==> config.mk <==
export PLATFORM = sky130hd
export DESIGN_NAME = synth_loop_control_logic_flat
export DESIGN_NICKNAME = d
export VERILOG_FILES = /design/src/hdl/synth_ctl_pkg.sv /design/src/hdl/synth_ctl_if.sv /design/src/hdl/synth_loop_control_logic.sv /design/src/flat_wrapper.sv
export SDC_FILE = /design/constraint.sdc
export NUM_CORES = 1
export LEC_CHECK = 0
export BUFFER_PORTS_ARGS = -buffer_cell sky130_fd_sc_hd__buf_2
export CAP_MARGIN = 10
export CORE_MARGIN = 4
export CORE_UTILIZATION = 49
export CTS_BUF_LIST = sky130_fd_sc_hd__clkbuf_4 sky130_fd_sc_hd__clkbuf_8 sky130_fd_sc_hd__clkbuf_16
export DETAILED_ROUTE_END_ITERATION = 10
export GPL_TIMING_DRIVEN = 1
export PLACE_DENSITY = 0.75
export SLEW_MARGIN = 10
export SYNTH_ARGS = -nofsm -noshare
export SYNTH_HDL_FRONTEND = slang
export SYNTH_SLANG_ARGS = --single-unit
export TNS_END_PERCENT = 10
==> constraint.sdc <==
create_clock -name sys_clk -period 2 [get_ports sys_clk]
set_clock_uncertainty 0.15 [all_clocks]
set_input_delay 0.1 -clock sys_clk [delete_from_list [all_inputs] [get_ports sys_clk]]
set_output_delay 0.1 -clock sys_clk [all_outputs]
set_load 0.01 [all_outputs]
==> src/hdl/synth_ctl_pkg.sv <==
// shared constants for the synthesizer loop control link
package synth_ctl_pkg;
    localparam int TEST_W = 20;
    localparam int SPD_W = 8;
    localparam int SPD_FIELD_W = 4;
    localparam logic [3:0] SPD_LOW_FILL = 4'hF;
    localparam logic [19:0] TEST_NORMAL = 20'h00000;
    localparam logic [19:0] TEST_FRAC_OVF = 20'h00004;
    localparam logic [19:0] TEST_AUX_DIV = 20'h00005;
    localparam logic [19:0] TEST_MAIN_DIV = 20'h00006;
    localparam logic [19:0] TEST_MAIN_REF = 20'h00007;
    localparam logic [19:0] TEST_FORCE_HI = 20'hC0000;
    localparam logic [19:0] TEST_FORCE_LO = 20'h40000;
    localparam logic [19:0] TEST_PUMP_UP = 20'h000A8;
    localparam logic [19:0] TEST_PUMP_DN = 20'h00058;
    localparam logic [19:0] TEST_FRAC_PUMP = 20'h00200;
    localparam logic [19:0] TEST_MAIN_BYP = 20'h00106;
    localparam logic [19:0] TEST_AUX_BYP = 20'h08005;
    localparam logic [19:0] TEST_REF_CHAIN = 20'h10007;
endpackage

==> src/hdl/synth_ctl_if.sv <==
// link between baseband controller and synthesizer control logic
`timescale 1ns/1ps
`default_nettype none
interface synth_ctl_if;
    logic strobe;
    logic tx_on_input;
    logic word_a_wr;
    logic word_b_wr;
    logic word_d_wr;
    logic word_e_wr;
    logic main_loop_on;
    logic aux_loop_on;
    logic secondary_scheme;
    logic [3:0] spd_field;
    logic [19:0] test_select_bits;
    logic lock_out;
    modport dev (
        input strobe, tx_on_input, word_a_wr, word_b_wr, word_d_wr, word_e_wr,
        input main_loop_on, aux_loop_on, secondary_scheme, spd_field, test_select_bits,
        output lock_out
    );
    modport ctl (
        output strobe, tx_on_input, word_a_wr, word_b_wr, word_d_wr, word_e_wr,
        output main_loop_on, aux_loop_on, secondary_scheme, spd_field, test_select_bits,
        input lock_out
    );
endinterface
`default_nettype wire

==> src/hdl/synth_loop_control_logic.sv <==
// device end: loop power gating, speed-up timing, lock mux, if enable circuit
// Operation
// main and aux loops enabled independently
// disabled loop: input stages and pump bias off
// both disabled: reference stage off too
// word loading independent of reference chain
// speed-up raises proportional, enables integral pump
// secondary speed-up lasts count reference periods
// count is field upper nibble, low ones
// default scheme speed-up follows strobe after word
// lock is AND of three qualified terms
// test mode drives lock from internal node
// test word write loads 20-bit selection
// all-zero test field means normal lock
// fourth word write clears test bits
// low nibble codes route divider nodes
// top nibble forces lock high or low
// low byte codes force both pumps up/down
// decode prescaler bypass, frac and ref tests
// strobe fall sets if enable flip-flop
// tx enable turns on modulator and amplifier
// tx enable rise leaves if enable alone
// tx enable fall clears if enable
// standby forces if lock flag locked
// timer counts reference pulses, ends at count
// next strobe fall releases second flip-flop
`timescale 1ns/1ps
`default_nettype none
module synth_loop_control_logic (
    // clock and reset
    input wire logic sys_clk,
    input wire logic arst_n,
    // controller link
    synth_ctl_if.dev link,
    // analog-side status
    input wire logic main_phase_held,
    input wire logic aux_phase_held,
    input wire logic if_phase_held,
    input wire logic standby,
    input wire logic ref_div_pulse,
    input wire logic frac_overflow,
    input wire logic aux_div_out,
    input wire logic main_div_out,
    input wire logic main_ref_div_out,
    // power and mode controls
    output logic main_stage_on,
    output logic aux_stage_on,
    output logic ref_stage_on,
    output logic proportional_pump_out,
    output logic integral_pump_out,
    output logic pump_force_up,
    output logic pump_force_dn,
    output logic frac_pump_test,
    output logic main_presc_bypass,
    output logic aux_presc_bypass,
    output logic ref_chain_test,
    output logic if_chain_on,
    output logic mod_amp_on
);
    logic strobe_prev_reg;
    logic tx_prev_reg;
    logic [4:0] stat_sync1_reg;
    logic [4:0] stat_sync2_reg;
    logic [3:0] node_sync1_reg;
    logic [3:0] node_sync2_reg;
    logic ref_prev_reg;
    logic [19:0] test_reg;
    logic [7:0] spd_count_reg;
    logic [7:0] spd_limit_reg;
    logic spd_run_reg;
    logic a_pending_reg;
    logic spd_strobe_reg;
    logic ff2_nq_reg;
    logic if_en_reg;
    logic lock_reg;
    logic strobe_s, strobe_fall, tx_s, tx_fall, ref_rise;
    logic lock_comb;
    function automatic logic code_is(input logic [19:0] t, input logic [19:0] c);
        code_is = (t == c);
    endfunction
    assign strobe_s = link.strobe;
    assign strobe_fall = strobe_prev_reg & ~link.strobe;
    assign tx_s = link.tx_on_input;
    assign tx_fall = tx_prev_reg & ~link.tx_on_input;
    assign ref_rise = stat_sync2_reg[4] & ~ref_prev_reg;
    // status synchronisers, link edge history; word loading uses only sys_clk
    always_ff @(posedge sys_clk or negedge arst_n)
    begin
        if (!arst_n)
        begin
            strobe_prev_reg <= 1'b0;
            tx_prev_reg <= 1'b0;
            stat_sync1_reg <= 5'h00;
            stat_sync2_reg <= 5'h00;
            node_sync1_reg <= 4'h0;
            node_sync2_reg <= 4'h0;
            ref_prev_reg <= 1'b0;
        end
        else
        begin
            strobe_prev_reg <= link.strobe;
            tx_prev_reg <= link.tx_on_input;
            stat_sync1_reg <= {ref_div_pulse, standby, if_phase_held, aux_phase_held,
                               main_phase_held};
            stat_sync2_reg <= stat_sync1_reg;
            node_sync1_reg <= {main_ref_div_out, main_div_out, aux_div_out, frac_overflow};
            node_sync2_reg <= node_sync1_reg;
            ref_prev_reg <= stat_sync2_reg[4];
        end
    end
    // test selection register
    always_ff @(posedge sys_clk or negedge arst_n)
    begin
        if (!arst_n)
            test_reg <= synth_ctl_pkg::TEST_NORMAL;
        else if (link.word_d_wr)
            test_reg <= synth_ctl_pkg::TEST_NORMAL;
        else if (link.word_e_wr)
            test_reg <= link.test_select_bits;
    end
    // loop power gating
    always_ff @(posedge sys_clk or negedge arst_n)
    begin
        if (!arst_n)
        begin
            main_stage_on <= 1'b0;
            aux_stage_on <= 1'b0;
            ref_stage_on <= 1'b0;
        end
        else
        begin
            main_stage_on <= link.main_loop_on;
            aux_stage_on <= link.aux_loop_on;
            ref_stage_on <= link.main_loop_on | link.aux_loop_on;
        end
    end
    // secondary scheme speed-up timer
    always_ff @(posedge sys_clk or negedge arst_n)
    begin
        if (!arst_n)
        begin
            spd_run_reg <= 1'b0;
            spd_count_reg <= 8'h00;
            spd_limit_reg <= 8'h00;
        end
        else if (link.secondary_scheme && link.word_b_wr)
        begin
            spd_run_reg <= 1'b1;
            spd_count_reg <= 8'h00;
            spd_limit_reg <= {link.spd_field, synth_ctl_pkg::SPD_LOW_FILL};
        end
        else if (spd_run_reg && ref_rise)
        begin
            spd_count_reg <= spd_count_reg + 8'h01;
            if (spd_count_reg + 8'h01 == spd_limit_reg)
                spd_run_reg <= 1'b0;
        end
    end
    // default scheme: strobe after first word holds speed-up
    always_ff @(posedge sys_clk or negedge arst_n)
    begin
        if (!arst_n)
        begin
            a_pending_reg <= 1'b0;
            spd_strobe_reg <= 1'b0;
        end
        else
        begin
            if (link.word_a_wr && !link.secondary_scheme && !strobe_s)
                a_pending_reg <= 1'b1;
            else if (strobe_s)
                a_pending_reg <= 1'b0;
            if ((a_pending_reg || (link.word_a_wr && !link.secondary_scheme)) && strobe_s)
                spd_strobe_reg <= 1'b1;
            else if (!strobe_s)
                spd_strobe_reg <= 1'b0;
        end
    end
    // pump currents and forced test pump states
    always_ff @(posedge sys_clk or negedge arst_n)
    begin
        if (!arst_n)
        begin
            proportional_pump_out <= 1'b0;
            integral_pump_out <= 1'b0;
            pump_force_up <= 1'b0;
            pump_force_dn <= 1'b0;
            frac_pump_test <= 1'b0;
            main_presc_bypass <= 1'b0;
            aux_presc_bypass <= 1'b0;
            ref_chain_test <= 1'b0;
        end
        else
        begin
            proportional_pump_out <= spd_run_reg | spd_strobe_reg;
            integral_pump_out <= spd_run_reg | spd_strobe_reg;
            pump_force_up <= code_is(test_reg, synth_ctl_pkg::TEST_PUMP_UP);
            pump_force_dn <= code_is(test_reg, synth_ctl_pkg::TEST_PUMP_DN);
            frac_pump_test <= code_is(test_reg, synth_ctl_pkg::TEST_FRAC_PUMP);
            main_presc_bypass <= code_is(test_reg, synth_ctl_pkg::TEST_MAIN_BYP);
            aux_presc_bypass <= code_is(test_reg, synth_ctl_pkg::TEST_AUX_BYP);
            ref_chain_test <= code_is(test_reg, synth_ctl_pkg::TEST_REF_CHAIN);
        end
    end
    // if synthesizer enable circuit: two flip-flops
    always_ff @(posedge sys_clk or negedge arst_n)
    begin
        if (!arst_n)
        begin
            ff2_nq_reg <= 1'b1;
            if_en_reg <= 1'b0;
        end
        else
        begin
            if (tx_fall)
                ff2_nq_reg <= 1'b0;
            else if (strobe_fall)
                ff2_nq_reg <= 1'b1;
            if (tx_fall || !ff2_nq_reg)
                if_en_reg <= 1'b0;
            else if (strobe_fall)
                if_en_reg <= 1'b1;
        end
    end
    // lock combine and test routing
    always_comb
    begin
        lock_comb = (stat_sync2_reg[0] | ~main_stage_on)
                  & (stat_sync2_reg[1] | ~aux_stage_on)
                  & (stat_sync2_reg[2] | stat_sync2_reg[3] | ~if_en_reg);
        case (test_reg)
            synth_ctl_pkg::TEST_NORMAL: lock_comb = lock_comb;
            synth_ctl_pkg::TEST_FRAC_OVF: lock_comb = node_sync2_reg[0];
            synth_ctl_pkg::TEST_AUX_DIV: lock_comb = node_sync2_reg[1];
            synth_ctl_pkg::TEST_MAIN_DIV: lock_comb = node_sync2_reg[2];
            synth_ctl_pkg::TEST_MAIN_REF: lock_comb = node_sync2_reg[3];
            synth_ctl_pkg::TEST_FORCE_HI: lock_comb = 1'b1;
            synth_ctl_pkg::TEST_FORCE_LO: lock_comb = 1'b0;
            default: lock_comb = 1'b0;
        endcase
    end
    always_ff @(posedge sys_clk or negedge arst_n)
    begin
        if (!arst_n)
        begin
            lock_reg <= 1'b0;
            if_chain_on <= 1'b0;
            mod_amp_on <= 1'b0;
        end
        else
        begin
            lock_reg <= lock_comb;
            if_chain_on <= if_en_reg & ~tx_fall;
            mod_amp_on <= tx_s & if_en_reg & ~tx_fall;
        end
    end
    assign link.lock_out = lock_reg;
endmodule
`default_nettype wire

==> src/flat_wrapper.sv <==
// flat-port wrapper written by rule: the top's interface ports become plain ports
module synth_loop_control_logic_flat 
  (sys_clk, arst_n, main_phase_held, aux_phase_held, if_phase_held, standby, ref_div_pulse, frac_overflow, aux_div_out, main_div_out, main_ref_div_out, main_stage_on, aux_stage_on, ref_stage_on, proportional_pump_out, integral_pump_out, pump_force_up, pump_force_dn, frac_pump_test, main_presc_bypass, aux_presc_bypass, ref_chain_test, if_chain_on, mod_amp_on, link_strobe, link_tx_on_input, link_word_a_wr, link_word_b_wr, link_word_d_wr, link_word_e_wr, link_main_loop_on, link_aux_loop_on, link_secondary_scheme, link_spd_field, link_test_select_bits, link_lock_out);
  synth_ctl_if link_i ();
  input wire logic sys_clk;
  input wire logic arst_n;
  input wire logic main_phase_held;
  input wire logic aux_phase_held;
  input wire logic if_phase_held;
  input wire logic standby;
  input wire logic ref_div_pulse;
  input wire logic frac_overflow;
  input wire logic aux_div_out;
  input wire logic main_div_out;
  input wire logic main_ref_div_out;
  output logic main_stage_on;
  output logic aux_stage_on;
  output logic ref_stage_on;
  output logic proportional_pump_out;
  output logic integral_pump_out;
  output logic pump_force_up;
  output logic pump_force_dn;
  output logic frac_pump_test;
  output logic main_presc_bypass;
  output logic aux_presc_bypass;
  output logic ref_chain_test;
  output logic if_chain_on;
  output logic mod_amp_on;
  input wire logic [$bits(link_i.strobe)-1:0] link_strobe;
  input wire logic [$bits(link_i.tx_on_input)-1:0] link_tx_on_input;
  input wire logic [$bits(link_i.word_a_wr)-1:0] link_word_a_wr;
  input wire logic [$bits(link_i.word_b_wr)-1:0] link_word_b_wr;
  input wire logic [$bits(link_i.word_d_wr)-1:0] link_word_d_wr;
  input wire logic [$bits(link_i.word_e_wr)-1:0] link_word_e_wr;
  input wire logic [$bits(link_i.main_loop_on)-1:0] link_main_loop_on;
  input wire logic [$bits(link_i.aux_loop_on)-1:0] link_aux_loop_on;
  input wire logic [$bits(link_i.secondary_scheme)-1:0] link_secondary_scheme;
  input wire logic [$bits(link_i.spd_field)-1:0] link_spd_field;
  input wire logic [$bits(link_i.test_select_bits)-1:0] link_test_select_bits;
  output wire logic [$bits(link_i.lock_out)-1:0] link_lock_out;
  assign link_i.strobe = link_strobe;
  assign link_i.tx_on_input = link_tx_on_input;
  assign link_i.word_a_wr = link_word_a_wr;
  assign link_i.word_b_wr = link_word_b_wr;
  assign link_i.word_d_wr = link_word_d_wr;
  assign link_i.word_e_wr = link_word_e_wr;
  assign link_i.main_loop_on = link_main_loop_on;
  assign link_i.aux_loop_on = link_aux_loop_on;
  assign link_i.secondary_scheme = link_secondary_scheme;
  assign link_i.spd_field = link_spd_field;
  assign link_i.test_select_bits = link_test_select_bits;
  assign link_lock_out = link_i.lock_out;
  synth_loop_control_logic u_core (.sys_clk(sys_clk), .arst_n(arst_n), .link(link_i), .main_phase_held(main_phase_held), .aux_phase_held(aux_phase_held), .if_phase_held(if_phase_held), .standby(standby), .ref_div_pulse(ref_div_pulse), .frac_overflow(frac_overflow), .aux_div_out(aux_div_out), .main_div_out(main_div_out), .main_ref_div_out(main_ref_div_out), .main_stage_on(main_stage_on), .aux_stage_on(aux_stage_on), .ref_stage_on(ref_stage_on), .proportional_pump_out(proportional_pump_out), .integral_pump_out(integral_pump_out), .pump_force_up(pump_force_up), .pump_force_dn(pump_force_dn), .frac_pump_test(frac_pump_test), .main_presc_bypass(main_presc_bypass), .aux_presc_bypass(aux_presc_bypass), .ref_chain_test(ref_chain_test), .if_chain_on(if_chain_on), .mod_amp_on(mod_amp_on));
endmodule
==> results.cfg <==
[clocking]
cts_tree = yes
root_buffer = clkbuf_8
cts-buffers-inserted = 9
cts.path.max_buffers = 2
clk_pin_slew_worst_paths_ps = 80
cts_setup_buffers = 0
clock-sinks = 72
cts_max_level = 3
insertion_delay_ps = 340

[grt]
track_usage_pct = 19.3
grt_start_max_net_pins = 35
overflow = 0
antenna_found_initial = 0
grt_pass1_wl_um = 11000
grt_pass1_vias = 2262

[synthesis]
syn_inst = 243
synth_area_mm2 = 0.00291
async_reset_ff_share_pct = 100
synthesis.nets = 288
synth.yosys.warnings = 0
ys_ff_latch = 72
synth-edff-count = 0
synth_ff_type = dfrtp_1
ys_seq_area_share_pct = 62.0
yosysUniqueCellTypes = 48
syn_area_per_cell_um2 = 12.0

[sta]
rsz0062_at_grt = false
hold_slack_ps = 0.430
slew_headroom_pct = 60.2
setup_viol = 0
fmax_mhz = 527
worstMarginPinSlew_ps = 597
setup_tns_ps = 0
hold_violations = 0
period_share_pct = 94.8
finalCriticalPeriod_ps = 1900
slew_viol_final = 0

[pwr]
p_int_mw = 2.33
seqPwrFrac_pct = 51.1
p_per_area_mw_per_mm2 = 780
swShare_pct = 25.6
pwr-share-comb_pct = 12.7
total_leakage_power_nw = 1.89
p_switching_mw = 0.800
clkPwrFrac_pct = 36.1
vdd_drop_max_v = 0.000553

[cells_and_area]
layout_common_cells = dfrtp_1, buf_2, dlygate4sd3_1, nor2_1, nand2_1
fin_util_pct = 71.1
fill_cells = 399
layout_commonest_cell = dfrtp_1
drive_gt1_share_pct = 26.2
largest_reg_flops = 20
area_delta_synth_final_pct = 37.8
diodes = 0
fin_area_mm2 = 0.00401
final_nets = 403

[routing]
wl_um = 6390
drtAntennaViolNets = 0
wl_per_cell_um = 14.7
drt_iter0_drc = 116
drt_pass1_iterations = 4
drc = 0
vias = 2196
routed_via_density = 5.05

[floorplan]
core-area_mm2 = 0.00564
die-area_mm2 = 0.00724
die_x_um = 85.1
initial_utilization_pct = 51.6
die_y_um = 85.1
pin_count = 58
core.rowCount = 27

[placed_design]
hpwl_um = 4080
place_area_mm2 = 0.00331
place_congestion = 0.836
port-buffer-count = 57

[setup_path]
required_ps = 2080
crit_slowest_cell = or4b_4
crit_arrival_ps = 1970
crit_path_end_kind = register
path_cells = ha_4, xnor2_1, or4b_4, a221oi_2, a31oi_1
cp-start-kind = register
slowest_delay_ps = 520
reg2reg_setup_slack_ps = 100
cp_top_family = simple AND/OR/NAND/NOR gates
crit_type = reg -> reg
crit_buf_inv = 0
cp_max_fo = 5

[worst_hold_path]
min_path_type = in -> reg

[run]
cap_viol_max_count = 0

[outcome]
status = finished, final reports clean
[synthesized netlist by cell type (all sizes together) (2+ instances only)]
library cell | count | share of area (%)
dfrtp | 71 | 61
nor2 | 29 | 3.7
nand2 | 26 | 3.4
mux2i | 20 | 6.9
nor4 | 7 | 1.9
xnor2 | 7 | 2.1
clkbuf | 6 | 0.77
nor3 | 6 | 1.0
nand3 | 5 | 0.86
nor3b | 5 | 1.7
o21ai | 5 | 0.86
a21oi | 4 | 0.69
and2 | 4 | 0.95
nor2b | 4 | 0.86
inv | 3 | 0.39
nand4 | 3 | 0.64
or2 | 3 | 0.64
or3 | 3 | 0.64
xor2 | 3 | 0.90
a21boi | 2 | 0.52
a31oi | 2 | 0.43
and4 | 2 | 0.60
buf | 2 | 0.52
nand2b | 2 | 0.43
[final timing paths]
check | startpoint | to | cells past startpoint
setup / recovery | u_core.spd_count_reg[1] | u_core.spd_run_reg | 5
hold / removal | link_word_b_wr | u_core.spd_limit_reg[3] | 3
setup reg to reg | u_core.spd_count_reg[1] | u_core.spd_run_reg | 5
hold reg to reg | u_core.node_sync1_reg[3] | u_core.node_sync2_reg[3] | 0
max in group asynchronous | arst_n | u_core.test_reg[1] | 3
min in group asynchronous | arst_n | u_core.spd_count_reg[4] | 2
[repair_timing]
| action | CTS | global route |
|---|---|---|
| resized for setup | 0 | 2 |
| setup endpoints to repair | 0 | 2 |
| hold buffers | 49 | 0 |
| endpoints found under the hold margin | 66 | 0 |
[stage by stage]
step           total power, mW  cells  setup slack [ps]
2_1_floorplan             1.79    243              60.3
3_3_place_gp              1.92    370               136
3_5_place_dp              1.94    370              54.6
4_1_cts                   3.14    435              66.0
5_1_grt                   3.29    435              2.67
6_report                  3.13    435               103
[cell families after synthesis]
| kind of cell | Yosys count | synth area share [%] |
|---|---|---|
| buf+inv | 11 | 1.68 |
| mux | 21 | 7.65 |
| simple gates | 106 | 19.9 |
| xor+xnor | 10 | 3.01 |
| fa+ha+maj | 1 | 0.430 |
| compound gates | 22 | 5.37 |
| flops | 72 | 62.0 |
[cell type report]
cell class                 instances  area [µm²]  area share, %
clock inverter                     7        71.3           1.78
inverter                           3        11.3          0.281
timing repair buffer             112         833           20.8
tap                               72        90.1           2.25
clock buffer                       9         124           3.09
multi-input combinational        160        1080           26.9
sequential                        72        1800           45.0
[power groups by stage]
stage	Sequential, mW	Clock, mW	Combinational, mW
finish	1.60	1.13	0.399
global route	1.61	1.24	0.447
CTS	1.59	1.15	0.392
detailed placement	1.62	0	0.314
global placement	1.62	0	0.305
floorplan	1.61	0	0.177
[layer usage]
metal / share of wire, % / vias to the layer above / track usage, %
met1: 44 / 1057 / 25.7
met2: 50 / 52 / 30.5
li1: - / 1078 / -
met3: 4.2 / 9 / 3.30
met4: 1.8 / 0 / 9.78
met5: 0 / - / 0
[worst min-delay path, stage by stage]
cell and delay, ps:
buf_2 80, nand2_1 150, nand2b_1 120
Note: power is estimated with default switching activity, not from simulation.
